$ cat src/include/linefeed_map.vh
`ifndef LINEFEED_MAP_VH
`define LINEFEED_MAP_VH

// ==========================================================
// linefeed state codes
`define STATE_OPEN        3'h0
`define STATE_FWD_ACTIVE  3'h1
`define STATE_FWD_OHT     3'h2
`define STATE_TIP_OPEN    3'h3
`define STATE_RINGING     3'h4
`define STATE_REV_ACTIVE  3'h5
`define STATE_REV_OHT     3'h6
`define STATE_RING_OPEN   3'h7

// ==========================================================
// settings: voltage in 1 v steps, 0..63; current 18 ma + n*0.87 ma
`define VOLTAGE_WIDTH     6
`define VOLTAGE_MAX       6'h3f
`define VOLTAGE_RESET     6'h00
`define LIMIT_WIDTH       5
`define LIMIT_MAX         5'h1f
`define LIMIT_RESET       5'h00

// ==========================================================
// lead drive modes toward the high-voltage chip
`define LEAD_HIZ       2'h0
`define LEAD_FEED      2'h1
`define LEAD_RING      2'h2

`endif

$ cat src/verilog/linefeed_state_control.v
`timescale 1ns/1ns
`default_nettype none
`include "linefeed_map.vh"

// Function
// - decode three-bit code into eight states
// - code 000 puts both leads high-impedance
// - reset state is open
// - power fault forces open automatically
// - 001 forward active, audio off until off-hook
// - active states idle in low power on-hook
// - 010 forward feed with on-hook audio
// - 011 tip open, ring fed
// - 100 drives ringing waveform
// - 101 reverse active, audio off until off-hook
// - 110 reverse feed with on-hook audio
// - open-circuit voltage 0..63 v, 1 v steps
// - current limit 18..45 ma, 0.87 ma steps
// - 111 ring open, tip fed
module linefeed_state_control
#(
   parameter VOLTAGE_W = `VOLTAGE_WIDTH,
   parameter LIMIT_W   = `LIMIT_WIDTH
)
(
   // clock and reset
   input  wire                 clk_in,
   input  wire                 rst_n_in,
   // host settings
   input  wire                 code_wr_in,
   input  wire [2:0]           linefeed_state_code_in,
   input  wire                 voltage_wr_in,
   input  wire [VOLTAGE_W-1:0] open_circuit_voltage_in,
   input  wire                 limit_wr_in,
   input  wire [LIMIT_W-1:0]   loop_current_limit_in,
   // line status from the high-voltage chip
   input  wire                 power_fault_in,
   input  wire                 off_hook_in,
   // status to host
   output reg  [2:0]           state_shadow_out,
   output reg                  fault_open_out,
   // drive to the high-voltage chip
   output reg  [1:0]           tip_mode_out,
   output reg  [1:0]           ring_mode_out,
   output reg                  reverse_out,
   output reg                  audio_on_out,
   output reg                  low_power_out,
   output reg  [VOLTAGE_W-1:0] open_circuit_voltage_out,
   output reg  [LIMIT_W-1:0]   loop_current_limit_out
);

   // ==========================================================
   // internal state
   reg  [2:0]           state_q;
   reg  [2:0]           state_d;
   reg                  fault_q;
   reg                  fault_d;
   reg  [VOLTAGE_W-1:0] voltage_q;
   reg  [LIMIT_W-1:0]   limit_q;
   reg                  audio_d;
   reg                  low_power_d;
   wire                 code_take;
   wire [1:0]           tip_mode;
   wire [1:0]           ring_mode;
   wire                 rev;
   wire                 oht;
   wire                 act;

   // ==========================================================
   // host write qualification
   // a fault in the same cycle wins over a code write
   assign code_take = code_wr_in & ~power_fault_in;

   // ==========================================================
   // next applied state
   always @*
   begin
      state_d = state_q;
      if (power_fault_in)
      begin
         state_d = `STATE_OPEN;
      end
      else if (code_take)
      begin
         state_d = linefeed_state_code_in;
      end
   end

   // ==========================================================
   // fault-open flag: set by a fault, cleared only by reset or a code write
   always @*
   begin
      fault_d = fault_q;
      if (power_fault_in)
      begin
         fault_d = 1'b1;
      end
      else if (code_take)
      begin
         fault_d = 1'b0;
      end
   end

   // ==========================================================
   // applied state and fault flag registers
   always @(posedge clk_in or negedge rst_n_in)
   begin
      if (!rst_n_in)
      begin
         state_q <= `STATE_OPEN;
      end
      else
      begin
         state_q <= state_d;
      end
   end

   always @(posedge clk_in or negedge rst_n_in)
   begin
      if (!rst_n_in)
      begin
         fault_q <= 1'b0;
      end
      else
      begin
         fault_q <= fault_d;
      end
   end

   // ==========================================================
   // open-circuit voltage setting, one volt per code
   always @(posedge clk_in or negedge rst_n_in)
   begin
      if (!rst_n_in)
      begin
         voltage_q <= `VOLTAGE_RESET;
      end
      else if (voltage_wr_in)
      begin
         voltage_q <= open_circuit_voltage_in;
      end
   end

   // ==========================================================
   // loop current limit setting, every code is a legal step
   always @(posedge clk_in or negedge rst_n_in)
   begin
      if (!rst_n_in)
      begin
         limit_q <= `LIMIT_RESET;
      end
      else if (limit_wr_in)
      begin
         limit_q <= loop_current_limit_in;
      end
   end

   // ==========================================================
   // lead drive decode of the applied state
   linefeed_lead_decode u_decode
   (
      .state_in      (state_q),
      .tip_mode_out  (tip_mode),
      .ring_mode_out (ring_mode),
      .reverse_out   (rev),
      .oht_out       (oht),
      .active_out    (act)
   );

   // ==========================================================
   // audio path and standby power
   always @*
   begin
      audio_d     = 1'b0;
      low_power_d = 1'b0;
      if (oht)
      begin
         audio_d = 1'b1;
      end
      else if (act)
      begin
         audio_d     = off_hook_in;
         low_power_d = ~off_hook_in;
      end
   end

   // ==========================================================
   // registered drive to the line chip
   always @(posedge clk_in or negedge rst_n_in)
   begin
      if (!rst_n_in)
      begin
         tip_mode_out <= `LEAD_HIZ;
      end
      else
      begin
         tip_mode_out <= tip_mode;
      end
   end

   always @(posedge clk_in or negedge rst_n_in)
   begin
      if (!rst_n_in)
      begin
         ring_mode_out <= `LEAD_HIZ;
      end
      else
      begin
         ring_mode_out <= ring_mode;
      end
   end

   always @(posedge clk_in or negedge rst_n_in)
   begin
      if (!rst_n_in)
      begin
         reverse_out <= 1'b0;
      end
      else
      begin
         reverse_out <= rev;
      end
   end

   always @(posedge clk_in or negedge rst_n_in)
   begin
      if (!rst_n_in)
      begin
         audio_on_out <= 1'b0;
      end
      else
      begin
         audio_on_out <= audio_d;
      end
   end

   always @(posedge clk_in or negedge rst_n_in)
   begin
      if (!rst_n_in)
      begin
         low_power_out <= 1'b0;
      end
      else
      begin
         low_power_out <= low_power_d;
      end
   end

   // ==========================================================
   // registered settings to the line chip
   always @(posedge clk_in or negedge rst_n_in)
   begin
      if (!rst_n_in)
      begin
         open_circuit_voltage_out <= `VOLTAGE_RESET;
      end
      else
      begin
         open_circuit_voltage_out <= voltage_q;
      end
   end

   always @(posedge clk_in or negedge rst_n_in)
   begin
      if (!rst_n_in)
      begin
         loop_current_limit_out <= `LIMIT_RESET;
      end
      else
      begin
         loop_current_limit_out <= limit_q;
      end
   end

   // ==========================================================
   // status back to the host
   always @(posedge clk_in or negedge rst_n_in)
   begin
      if (!rst_n_in)
      begin
         state_shadow_out <= `STATE_OPEN;
      end
      else
      begin
         state_shadow_out <= state_q;
      end
   end

   always @(posedge clk_in or negedge rst_n_in)
   begin
      if (!rst_n_in)
      begin
         fault_open_out <= 1'b0;
      end
      else
      begin
         fault_open_out <= fault_q;
      end
   end

endmodule // linefeed_state_control

`default_nettype wire

$ cat src/verilog/linefeed_lead_decode.v
`timescale 1ns/1ns
`default_nettype none
`include "linefeed_map.vh"

// ==========================================================
// combinational decode of an applied state code into lead drive
module linefeed_lead_decode
(
   // state
   input  wire [2:0] state_in,
   // lead drive
   output reg  [1:0] tip_mode_out,
   output reg  [1:0] ring_mode_out,
   output reg        reverse_out,
   output reg        oht_out,
   output reg        active_out
);

   always @*
   begin
      tip_mode_out  = `LEAD_FEED;
      ring_mode_out = `LEAD_FEED;
      reverse_out   = 1'b0;
      oht_out       = 1'b0;
      active_out    = 1'b0;
      case (state_in)
         `STATE_OPEN:
         begin
            tip_mode_out  = `LEAD_HIZ;
            ring_mode_out = `LEAD_HIZ;
         end
         `STATE_FWD_ACTIVE: active_out = 1'b1;
         `STATE_FWD_OHT:    oht_out = 1'b1;
         `STATE_TIP_OPEN:   tip_mode_out = `LEAD_HIZ;
         `STATE_RINGING:
         begin
            tip_mode_out  = `LEAD_RING;
            ring_mode_out = `LEAD_RING;
         end
         `STATE_REV_ACTIVE:
         begin
            reverse_out = 1'b1;
            active_out  = 1'b1;
         end
         `STATE_REV_OHT:
         begin
            reverse_out = 1'b1;
            oht_out     = 1'b1;
         end
         default:        ring_mode_out = `LEAD_HIZ;
      endcase
   end

endmodule // linefeed_lead_decode

`default_nettype wire

$ cat config.mk
export PLATFORM = sky130hd
export DESIGN_NAME = linefeed_state_control
export DESIGN_NICKNAME = d
export VERILOG_FILES = /design/src/verilog/linefeed_state_control.v /design/src/verilog/linefeed_lead_decode.v
export VERILOG_INCLUDE_DIRS = /design/src /design/src/include
export SDC_FILE = /design/constraint.sdc
export NUM_CORES = 1
export LEC_CHECK = 0
export BUFFER_PORTS_ARGS = -buffer_cell sky130_fd_sc_hd__buf_2
export CAP_MARGIN = 20
export CORE_UTILIZATION = 47
export CTS_CLUSTER_DIAMETER = 150
export DETAILED_ROUTE_END_ITERATION = 8
export GPL_ROUTABILITY_DRIVEN = 0
export MAX_ROUTING_LAYER = met4
export PLACE_DENSITY = 0.75
export SYNTH_ARGS = -nofsm -noshare
export SYNTH_HDL_FRONTEND = slang
export SYNTH_SLANG_ARGS = --single-unit
$ cat constraint.sdc
create_clock -name clk_in -period 0.95 [get_ports clk_in]
set_input_delay 0.19 -clock clk_in [delete_from_list [all_inputs] [get_ports clk_in]]
set_output_delay 0.19 -clock clk_in [all_outputs]
set_load 0.01 [all_outputs]
==> implementation parameters, run 1 <==
Parameter                              Value

GRT
  Total grt overflow ... 0
  Antenna violations before repair ... 0
  GRT Total Usage ... 0.160
  Wire length of the first global-routing pass ... 2900 um
  Number of global-route vias before repair ... 677
  Maximum number of pins on one net before global-route repair ... 38

Power
  Leak ... 0.832 nW
  Relative contribution of combinational cells to total power ... 0.126
  Switching power ... 0.670 mW
  Power density over the cells ... 1770 nW/um^2
  Portion of total power attributed to sequential cells ... 0.622
  Switching power as a share of total power ... 0.236
  Clk network pwr share ... 0.252
  Internal power component ... 2.16 mW
  Largest voltage drop on the vdd net ... 1.33 mV

Drt
  Metal2 WL ... 892 um
  Antenna-violating nets left ... 0
  Routed length on met1 ... 784 um
  Total routed wirelength ... 1880 um
  Via count normalized by instance count ... 4.65
  First DRT Iteration DRCs ... 5
  Vias after detailed routing ... 711
  Iteration count of the initial detailed-routing pass ... 2
  Metal3 WL ... 188 um
  Number of remaining DRC errors ... 0
  Routed length per instance ... 12.3 um
  Top layer used by detailed routing ... met4

Cells and area
  Layout cells sized above 1 ... 0.561
  Multi-input gate area ... 283 sq um
  Final non-filler cell total ... 153
  Utilization after layout ... 0.646
  Antenna Cells ... 0
  Fill cell instance count of the final layout ... 198
  Combined flip-flop and latch cell area ... 928 sq um
  Net count reported at finish ... 145
  Layout-stage area growth over the synthesis result ... 29.0%

Clocking
  TritonCTS clock tree ... built
  H-tree levels ... 2
  Clk Tree Root Cell ... sky130_fd_sc_hd__clkbuf_4
  Clock transition at path regs ... 0.10 ns
  Clock Sink Count ... 37
  Clk Latency, worst-skew pair ... 0.33 ns
  Inserted Clock Buffers ... 5
  Clock Tree Buf Depth ... 2

STA
  Worst max-slew margin expressed relative to the limit ... 0.857
  Final worst path period share ... 1.10
  Aggregate negative setup slack ... -1.57 ns
  Endpoints failing hold ... 0
  Post-route worst setup slack ... -0.0910 ns
  Total of endpoints with negative setup slack in the final report ... 22
  Clk_skew ... 0.00334 ns
  Setup repair after global routing missed its margin ... yes
  Actual slew at the worst max-slew pin ... 0.214 ns
  Clock period minus final worst setup slack ... 1.04 ns
  Final Max Slew Viols ... 0
  Fmax ... 961 MHz

Floorplan
  Die Width ... 53.4 um
  Row count ... 18
  Placeable Area ... 2480 sq um
  Die ar. ... 2850 sq um
  Effective utilization at floorplan ... 0.501
  DIE HEIGHT ... 53.4 um
  Number of top-level pins ... 43

Worst setup path
  Crit-path max cell delay ... 0.39 ns
  Crit path buffers/inverters ... 1
  Critical Path Sink Type ... primary output
  Worst path slowest cell ... sky130_fd_sc_hd__dfrtp_1
  Kind of cell adding the most delay to the critical path ... flip-flops
  WP data arrival ... 0.85 ns
  Worst Setup Start Kind ... flip-flop
  Critical path fanouts, max ... 1
  Data required time at the worst endpoint ... 0.76 ns
  Crit path cell chain ... buf_6
  Worst setup path class ... flip-flop to primary output

Logic synthesis
  Number of enable-type register cells in the synthesized netlist ... 0
  FF+latch count, synth ... 37
  Synthesized net count ... 92
  Post-synthesis cell type count ... 17
  Most instantiated library cell after synthesis ... sky130_fd_sc_hd__dfrtp_1
  FFs w/ async S/R, synth ... 1.00
  Yosys warning total ... 0
  Synth top area share ... 0.746
  Mean Syn Cell Area ... 17.5 sq um
  Main flop type after synthesis ... sky130_fd_sc_hd__dfrtp_1
  Synthesized cell area ... 1240 sq um
  Number of instances in the synthesized netlist ... 71
  Top cell types by occurrence after synthesis ... 37 x sky130_fd_sc_hd__dfrtp_1, 6 x sky130_fd_sc_hd__mux2_4, 5 x sky130_fd_sc_hd__mux2_2
  Sequential element share of the synthesized area ... 0.746
  Cell type contributing the most total cell area after synthesis ... sky130_fd_sc_hd__dfrtp_1
  Synth area leaders ... sky130_fd_sc_hd__dfrtp_1 75%, sky130_fd_sc_hd__mux2_4 7.3%, sky130_fd_sc_hd__mux2_2 4.5%, sky130_fd_sc_hd__mux2i_1 2.4%, sky130_fd_sc_hd__buf_6 1.8%

Placement
  Number of port buffers ... 42
  Placed Cells ... 143

Run status
  Violated checks ... negative setup slack
  Status ... finished with violations

Worst hold path
  Path class of the lowest-slack min-delay path ... input pin to flip-flop

Job
  Count of max-cap constraint violations ... 0
## power by group through the flow
stage	Sequential, mW	Combinational (mW)	Clock (mW)
global placement	1.79	0.325	0
finish	1.76	0.358	0.713
global route	1.78	0.394	0.808
CTS	1.76	0.337	0.748
floorplan	1.82	0.124	0
detailed placement	1.79	0.332	0
## cell usage in the layout, fill, tap and decap left out, drive strengths merged
master       count
nor3b            3
inv              2
o21ai            1
mux2i            3
clkbuf           5
mux2            11
and2             1
a21o             1
buf             48
nor2             3
nand3b           2
xor2             1
o21a             2
nand3            1
clkinv           1
dfrtp           37
dlygate4sd3      1
## sequential cells by signal, summed over array words and instances (netlist names), 2 cells and up
signal,cells
loop_current_limit_out,5
ring_mode_out,2
tip_mode_out,2
voltage_q,6
limit_q,5
state_q,3
open_circuit_voltage_out,6
state_shadow_out,3
## final cells by class
class / count / area share
flip-flops and latches: 37 / 0.580
clock buffers: 5 / 0.0234
inverters: 2 / 0.00469
multi-input cells: 29 / 0.177
repair buffers: 49 / 0.189
well taps: 30 / 0.0234
clock inverters: 1 / 0.00312
## routing by layer
layer,up-vias,track usage
li1,342,-
met1,335,0.182
met2,30,0.219
met3,4,0.0661
met4,0,0.132
met5,-,-
## worst reg2reg max path: stages (launching register included)
cell and delay [ns]:
sky130_fd_sc_hd__dfrtp_2 0.47, sky130_fd_sc_hd__buf_4 0.17, sky130_fd_sc_hd__nor3b_1 0.17
## cell families (layout without fill, tap and decap cells)
group | count (synthesis) | count (layout) | share of synthesized area
xor+xnor | 1 | 1 | 0.00706
simple gates | 10 | 10 | 0.0524
compound gates | 4 | 4 | 0.0222
mux | 14 | 14 | 0.142
flops | 37 | 37 | 0.746
buf+inv | 5 | 57 | 0.0302
## per-stage QoR
step                      total power, mW  hold slack, ns  instance area [sq um]  worst slack (ns)
final                                2.83          0.0177                   1600           -0.0910
after floorplan                      1.95          -0.106                   1240             0.141
after detailed placement             2.13           0.165                   1490          -0.00394
after global placement               2.11           0.162                   1490            0.0334
after CTS                            2.85         0.00582                   1550            -0.103
after global routing                 2.98          0.0146                   1600            -0.128
## repair_timing
| item | CTS | global route |
|---|---|---|
| hold buffers | 1 | 0 |
| gates resized for setup | 1 | 6 |
| hold endpoints to repair | 37 | 0 |
| setup endpoints to repair | 26 | 26 |
| buffers inserted | 0 | 3 |
| pin swaps | 0 | 0 |
## final timing paths
path	to	start	slack (ns)	cells past startpoint
setup reg to reg	tip_mode_out[1]$_DFF_PN0_	state_q[0]$_DFFE_PN0P_	0.06	2
hold / removal	low_power_out$_DFF_PN0_	off_hook_in	0.02	2
min in group asynchronous	loop_current_limit_out[3]$_DFF_PN0_	rst_n_in	0.33	3
setup / recovery	state_shadow_out[0]	state_shadow_out[0]$_DFF_PN0_	-0.09	1
max in group asynchronous	state_q[1]$_DFFE_PN0P_	rst_n_in	0.43	3
hold reg to reg	loop_current_limit_out[2]$_DFF_PN0_	limit_q[2]$_DFFE_PN0P_	0.38	0
Note: power is estimated with default switching activity, not from simulation.
==> inputs of run 2 (changes only) <==
--- a/config.mk
+++ b/config.mk
@@ -8,12 +8,12 @@
 export LEC_CHECK = 0
 export BUFFER_PORTS_ARGS = -buffer_cell sky130_fd_sc_hd__buf_2
 export CAP_MARGIN = 20
-export CORE_UTILIZATION = 47
+export CORE_UTILIZATION = 51
 export CTS_CLUSTER_DIAMETER = 150
 export DETAILED_ROUTE_END_ITERATION = 8
 export GPL_ROUTABILITY_DRIVEN = 0
 export MAX_ROUTING_LAYER = met4
-export PLACE_DENSITY = 0.75
+export PLACE_DENSITY = 0.8
 export SYNTH_ARGS = -nofsm -noshare
 export SYNTH_HDL_FRONTEND = slang
 export SYNTH_SLANG_ARGS = --single-unit
==> constraint.sdc (replaced) <==
create_clock -name clk_in -period 1.3 [get_ports clk_in]
set_input_delay 0.26 -clock clk_in [delete_from_list [all_inputs] [get_ports clk_in]]
set_output_delay 0.26 -clock clk_in [all_outputs]
set_load 0.01 [all_outputs]
==> run 2 against run 1 <==
Die area shrank 7.6%. Critical path depth is the same. Flip-flop and latch count is the same. Register-to-register slack gained 0.23 ns. Largest cell class unchanged. The flow now finishes without violations. Design area shrank 3.8%. Global-route usage grew 3.2 points.
==> implementation parameters, run 2 (synthesized netlist as in run 1, its figures left out) <==
Parameter                              Value

Drt
  Iteration count of the initial detailed-routing pass ... 1
  Number of remaining DRC errors ... 0
  Via count normalized by instance count ... 4.70
  Vias after detailed routing ... 691
  Total routed wirelength ... 1850 um
  First DRT Iteration DRCs ... 0
  Antenna-violating nets left ... 0
  Routed length per instance ... 12.6 um

STA
  Setup repair after global routing missed its margin ... no
  Clk_skew ... 0.00316 ns
  Aggregate negative setup slack ... 0 ns
  Endpoints failing hold ... 0
  Actual slew at the worst max-slew pin ... 0.386 ns
  Worst max-slew margin expressed relative to the limit ... 0.743
  Total of endpoints with negative setup slack in the final report ... 0
  Fmax ... 904 MHz
  Final Max Slew Viols ... 0
  Final worst path period share ... 0.851
  Clock period minus final worst setup slack ... 1.11 ns

Cells and area
  Net count reported at finish ... 140
  Commonest cells after routing, fill and taps aside ... 42 x sky130_fd_sc_hd__buf_2, 37 x sky130_fd_sc_hd__dfrtp_1, 6 x sky130_fd_sc_hd__mux2_4
  Largest registers ... open_circuit_voltage_out x6, voltage_q x6
  Fill cell instance count of the final layout ... 187
  Layout-stage area growth over the synthesis result ... 24.2%
  Leading cell type in the layout, fill and taps excluded ... sky130_fd_sc_hd__buf_2
  Layout cells sized above 1 ... 0.513
  Antenna Cells ... 0
  Post-route cell area ... 1540 sq um

Clocking
  Clock transition at path regs ... 0.09 ns
  Number of buffers inserted by post-CTS setup repair ... 0
  Clk Tree Root Cell ... sky130_fd_sc_hd__clkbuf_4
  Clk Latency, worst-skew pair ... 0.33 ns
  Inserted Clock Buffers ... 5
  Clock Sink Count ... 37
  Clock Tree Buf Depth ... 2
  TritonCTS clock tree ... built
  H-tree levels ... 2

Power
  Portion of total power attributed to sequential cells ... 0.615
  Switching power ... 0.471 mW
  Internal power component ... 1.63 mW
  Switching power as a share of total power ... 0.225
  Leak ... 0.804 nW
  Largest voltage drop on the vdd net ... 0.936 mV
  Relative contribution of combinational cells to total power ... 0.111
  Clk network pwr share ... 0.274
  Power density over the cells ... 1360 nW/um^2

Worst hold path
  Hold Path Origin ... off_hook_in
  Count of cells along the worst hold path ... 2
  Path class of the lowest-slack min-delay path ... input pin to flip-flop
  WHS Endpoint ... low_power_out$_DFF_PN0_

Worst setup path
  Crit path buffers/inverters ... 1
  Worst Setup Start Kind ... flip-flop
  Critical path fanouts, max ... 1
  Critical Path Sink Type ... primary output
  WP data arrival ... 0.85 ns
  Worst setup path class ... flip-flop to primary output
  Number of gates on the worst path with buffers counted ... 1
  Worst reg-to-reg setup slack ... 0.29 ns
  Destination of the worst register-to-register timing path ... reverse_out$_DFF_PN0_
  Data required time at the worst endpoint ... 1.04 ns
  Reg-to-reg startpoint ... state_q[1]$_DFFE_PN0P_
  Kind of cell adding the most delay to the critical path ... flip-flops
  Crit-path max cell delay ... 0.38 ns
  Crit path cell chain ... buf_2
  Number of cell instances on the worst register-to-register path ... 2
  Worst path slowest cell ... sky130_fd_sc_hd__dfrtp_1

GRT
  Total grt overflow ... 0
  Antenna violations before repair ... 0
  Maximum number of pins on one net before global-route repair ... 22
  GRT Total Usage ... 0.193
  Number of global-route vias before repair ... 676
  Wire length of the first global-routing pass ... 3250 um

Floorplan
  Die ar. ... 2630 sq um
  Effective utilization at floorplan ... 0.550
  Placeable Area ... 2250 sq um
  Number of top-level pins ... 43
  Die Width ... 51.3 um
  DIE HEIGHT ... 51.3 um
  Row count ... 17

Run status
  Status ... finished, final reports clean

Placement
  Post-detailed-placement cell area ... 1480 sq um
  Number of port buffers ... 42
  Detail Placement HPWL ... 1360 um

Job
  Count of max-cap constraint violations ... 0
==> run 2: changes by cell type in the layout (fill, tap and decap cells not counted), sizes merged <==
cell	change
buf	-5
clkinv	-1
clkbuf	+2
==> run 2: how the worst max path moves through the flow <==
stage,from,to
floorplan,state_q[0]$_DFFE_PN0P_,state_q[0]$_DFFE_PN0P_
global placement,state_q[1]$_DFFE_PN0P_,reverse_out$_DFF_PN0_
CTS,open_circuit_voltage_out[2]$_DFF_PN0_,open_circuit_voltage_out[2]
detailed placement,state_q[1]$_DFFE_PN0P_,reverse_out$_DFF_PN0_
finish,open_circuit_voltage_out[2]$_DFF_PN0_,open_circuit_voltage_out[2]
global route,open_circuit_voltage_out[2]$_DFF_PN0_,open_circuit_voltage_out[2]
==> run 2: power groups by stage <==
| stage | Combinational [mW] | Clock, mW | Sequential, mW |
|---|---|---|---|
| final | 0.232 | 0.574 | 1.29 |
| after global routing | 0.260 | 0.663 | 1.30 |
| after CTS | 0.238 | 0.596 | 1.29 |
| after detailed placement | 0.235 | 0 | 1.32 |
| after global placement | 0.228 | 0 | 1.31 |
| after floorplan | 0.0905 | 0 | 1.33 |
==> run 2: final cells by class <==
type | count | area, sq um | area share
flip-flops and latches | 37 | 926 | 0.601
inverters | 2 | 7.51 | 0.00487
well taps | 28 | 35.0 | 0.0227
clock buffers | 7 | 55.1 | 0.0357
multi-input cells | 29 | 278 | 0.180
repair buffers | 44 | 240 | 0.156
==> run 2: repair_timing <==
| action | CTS | global route |
|---|---|---|
| hold endpoints to repair | 16 | 0 |
| gates resized for setup | 0 | 0 |
| hold buffers | 1 | 0 |
==> run 2: per-layer routing <==
layer | vias up | global-route usage | wire length [um]
met3 | 5 | 0.0833 | 142
li1 | 334 | - | -
met5 | - | - | 0
met4 | 0 | 0.108 | 52
met2 | 29 | 0.272 | 912
met1 | 323 | 0.232 | 737
==> run 2: through the flow <==
stage | std cells | total power [mW] | setup WS (ns) | util | hold slack, ns
finish | 147 | 2.10 | 0.194 | 0.684 | 0.103
global route | 147 | 2.23 | 0.149 | 0.684 | 0.0803
CTS | 147 | 2.13 | 0.182 | 0.684 | 0.0967
detailed placement | 139 | 1.55 | 0.312 | 0.655 | 0.198
global placement | 139 | 1.54 | 0.363 | 0.655 | 0.189
floorplan | 71 | 1.42 | 0.491 | - | -0.0356
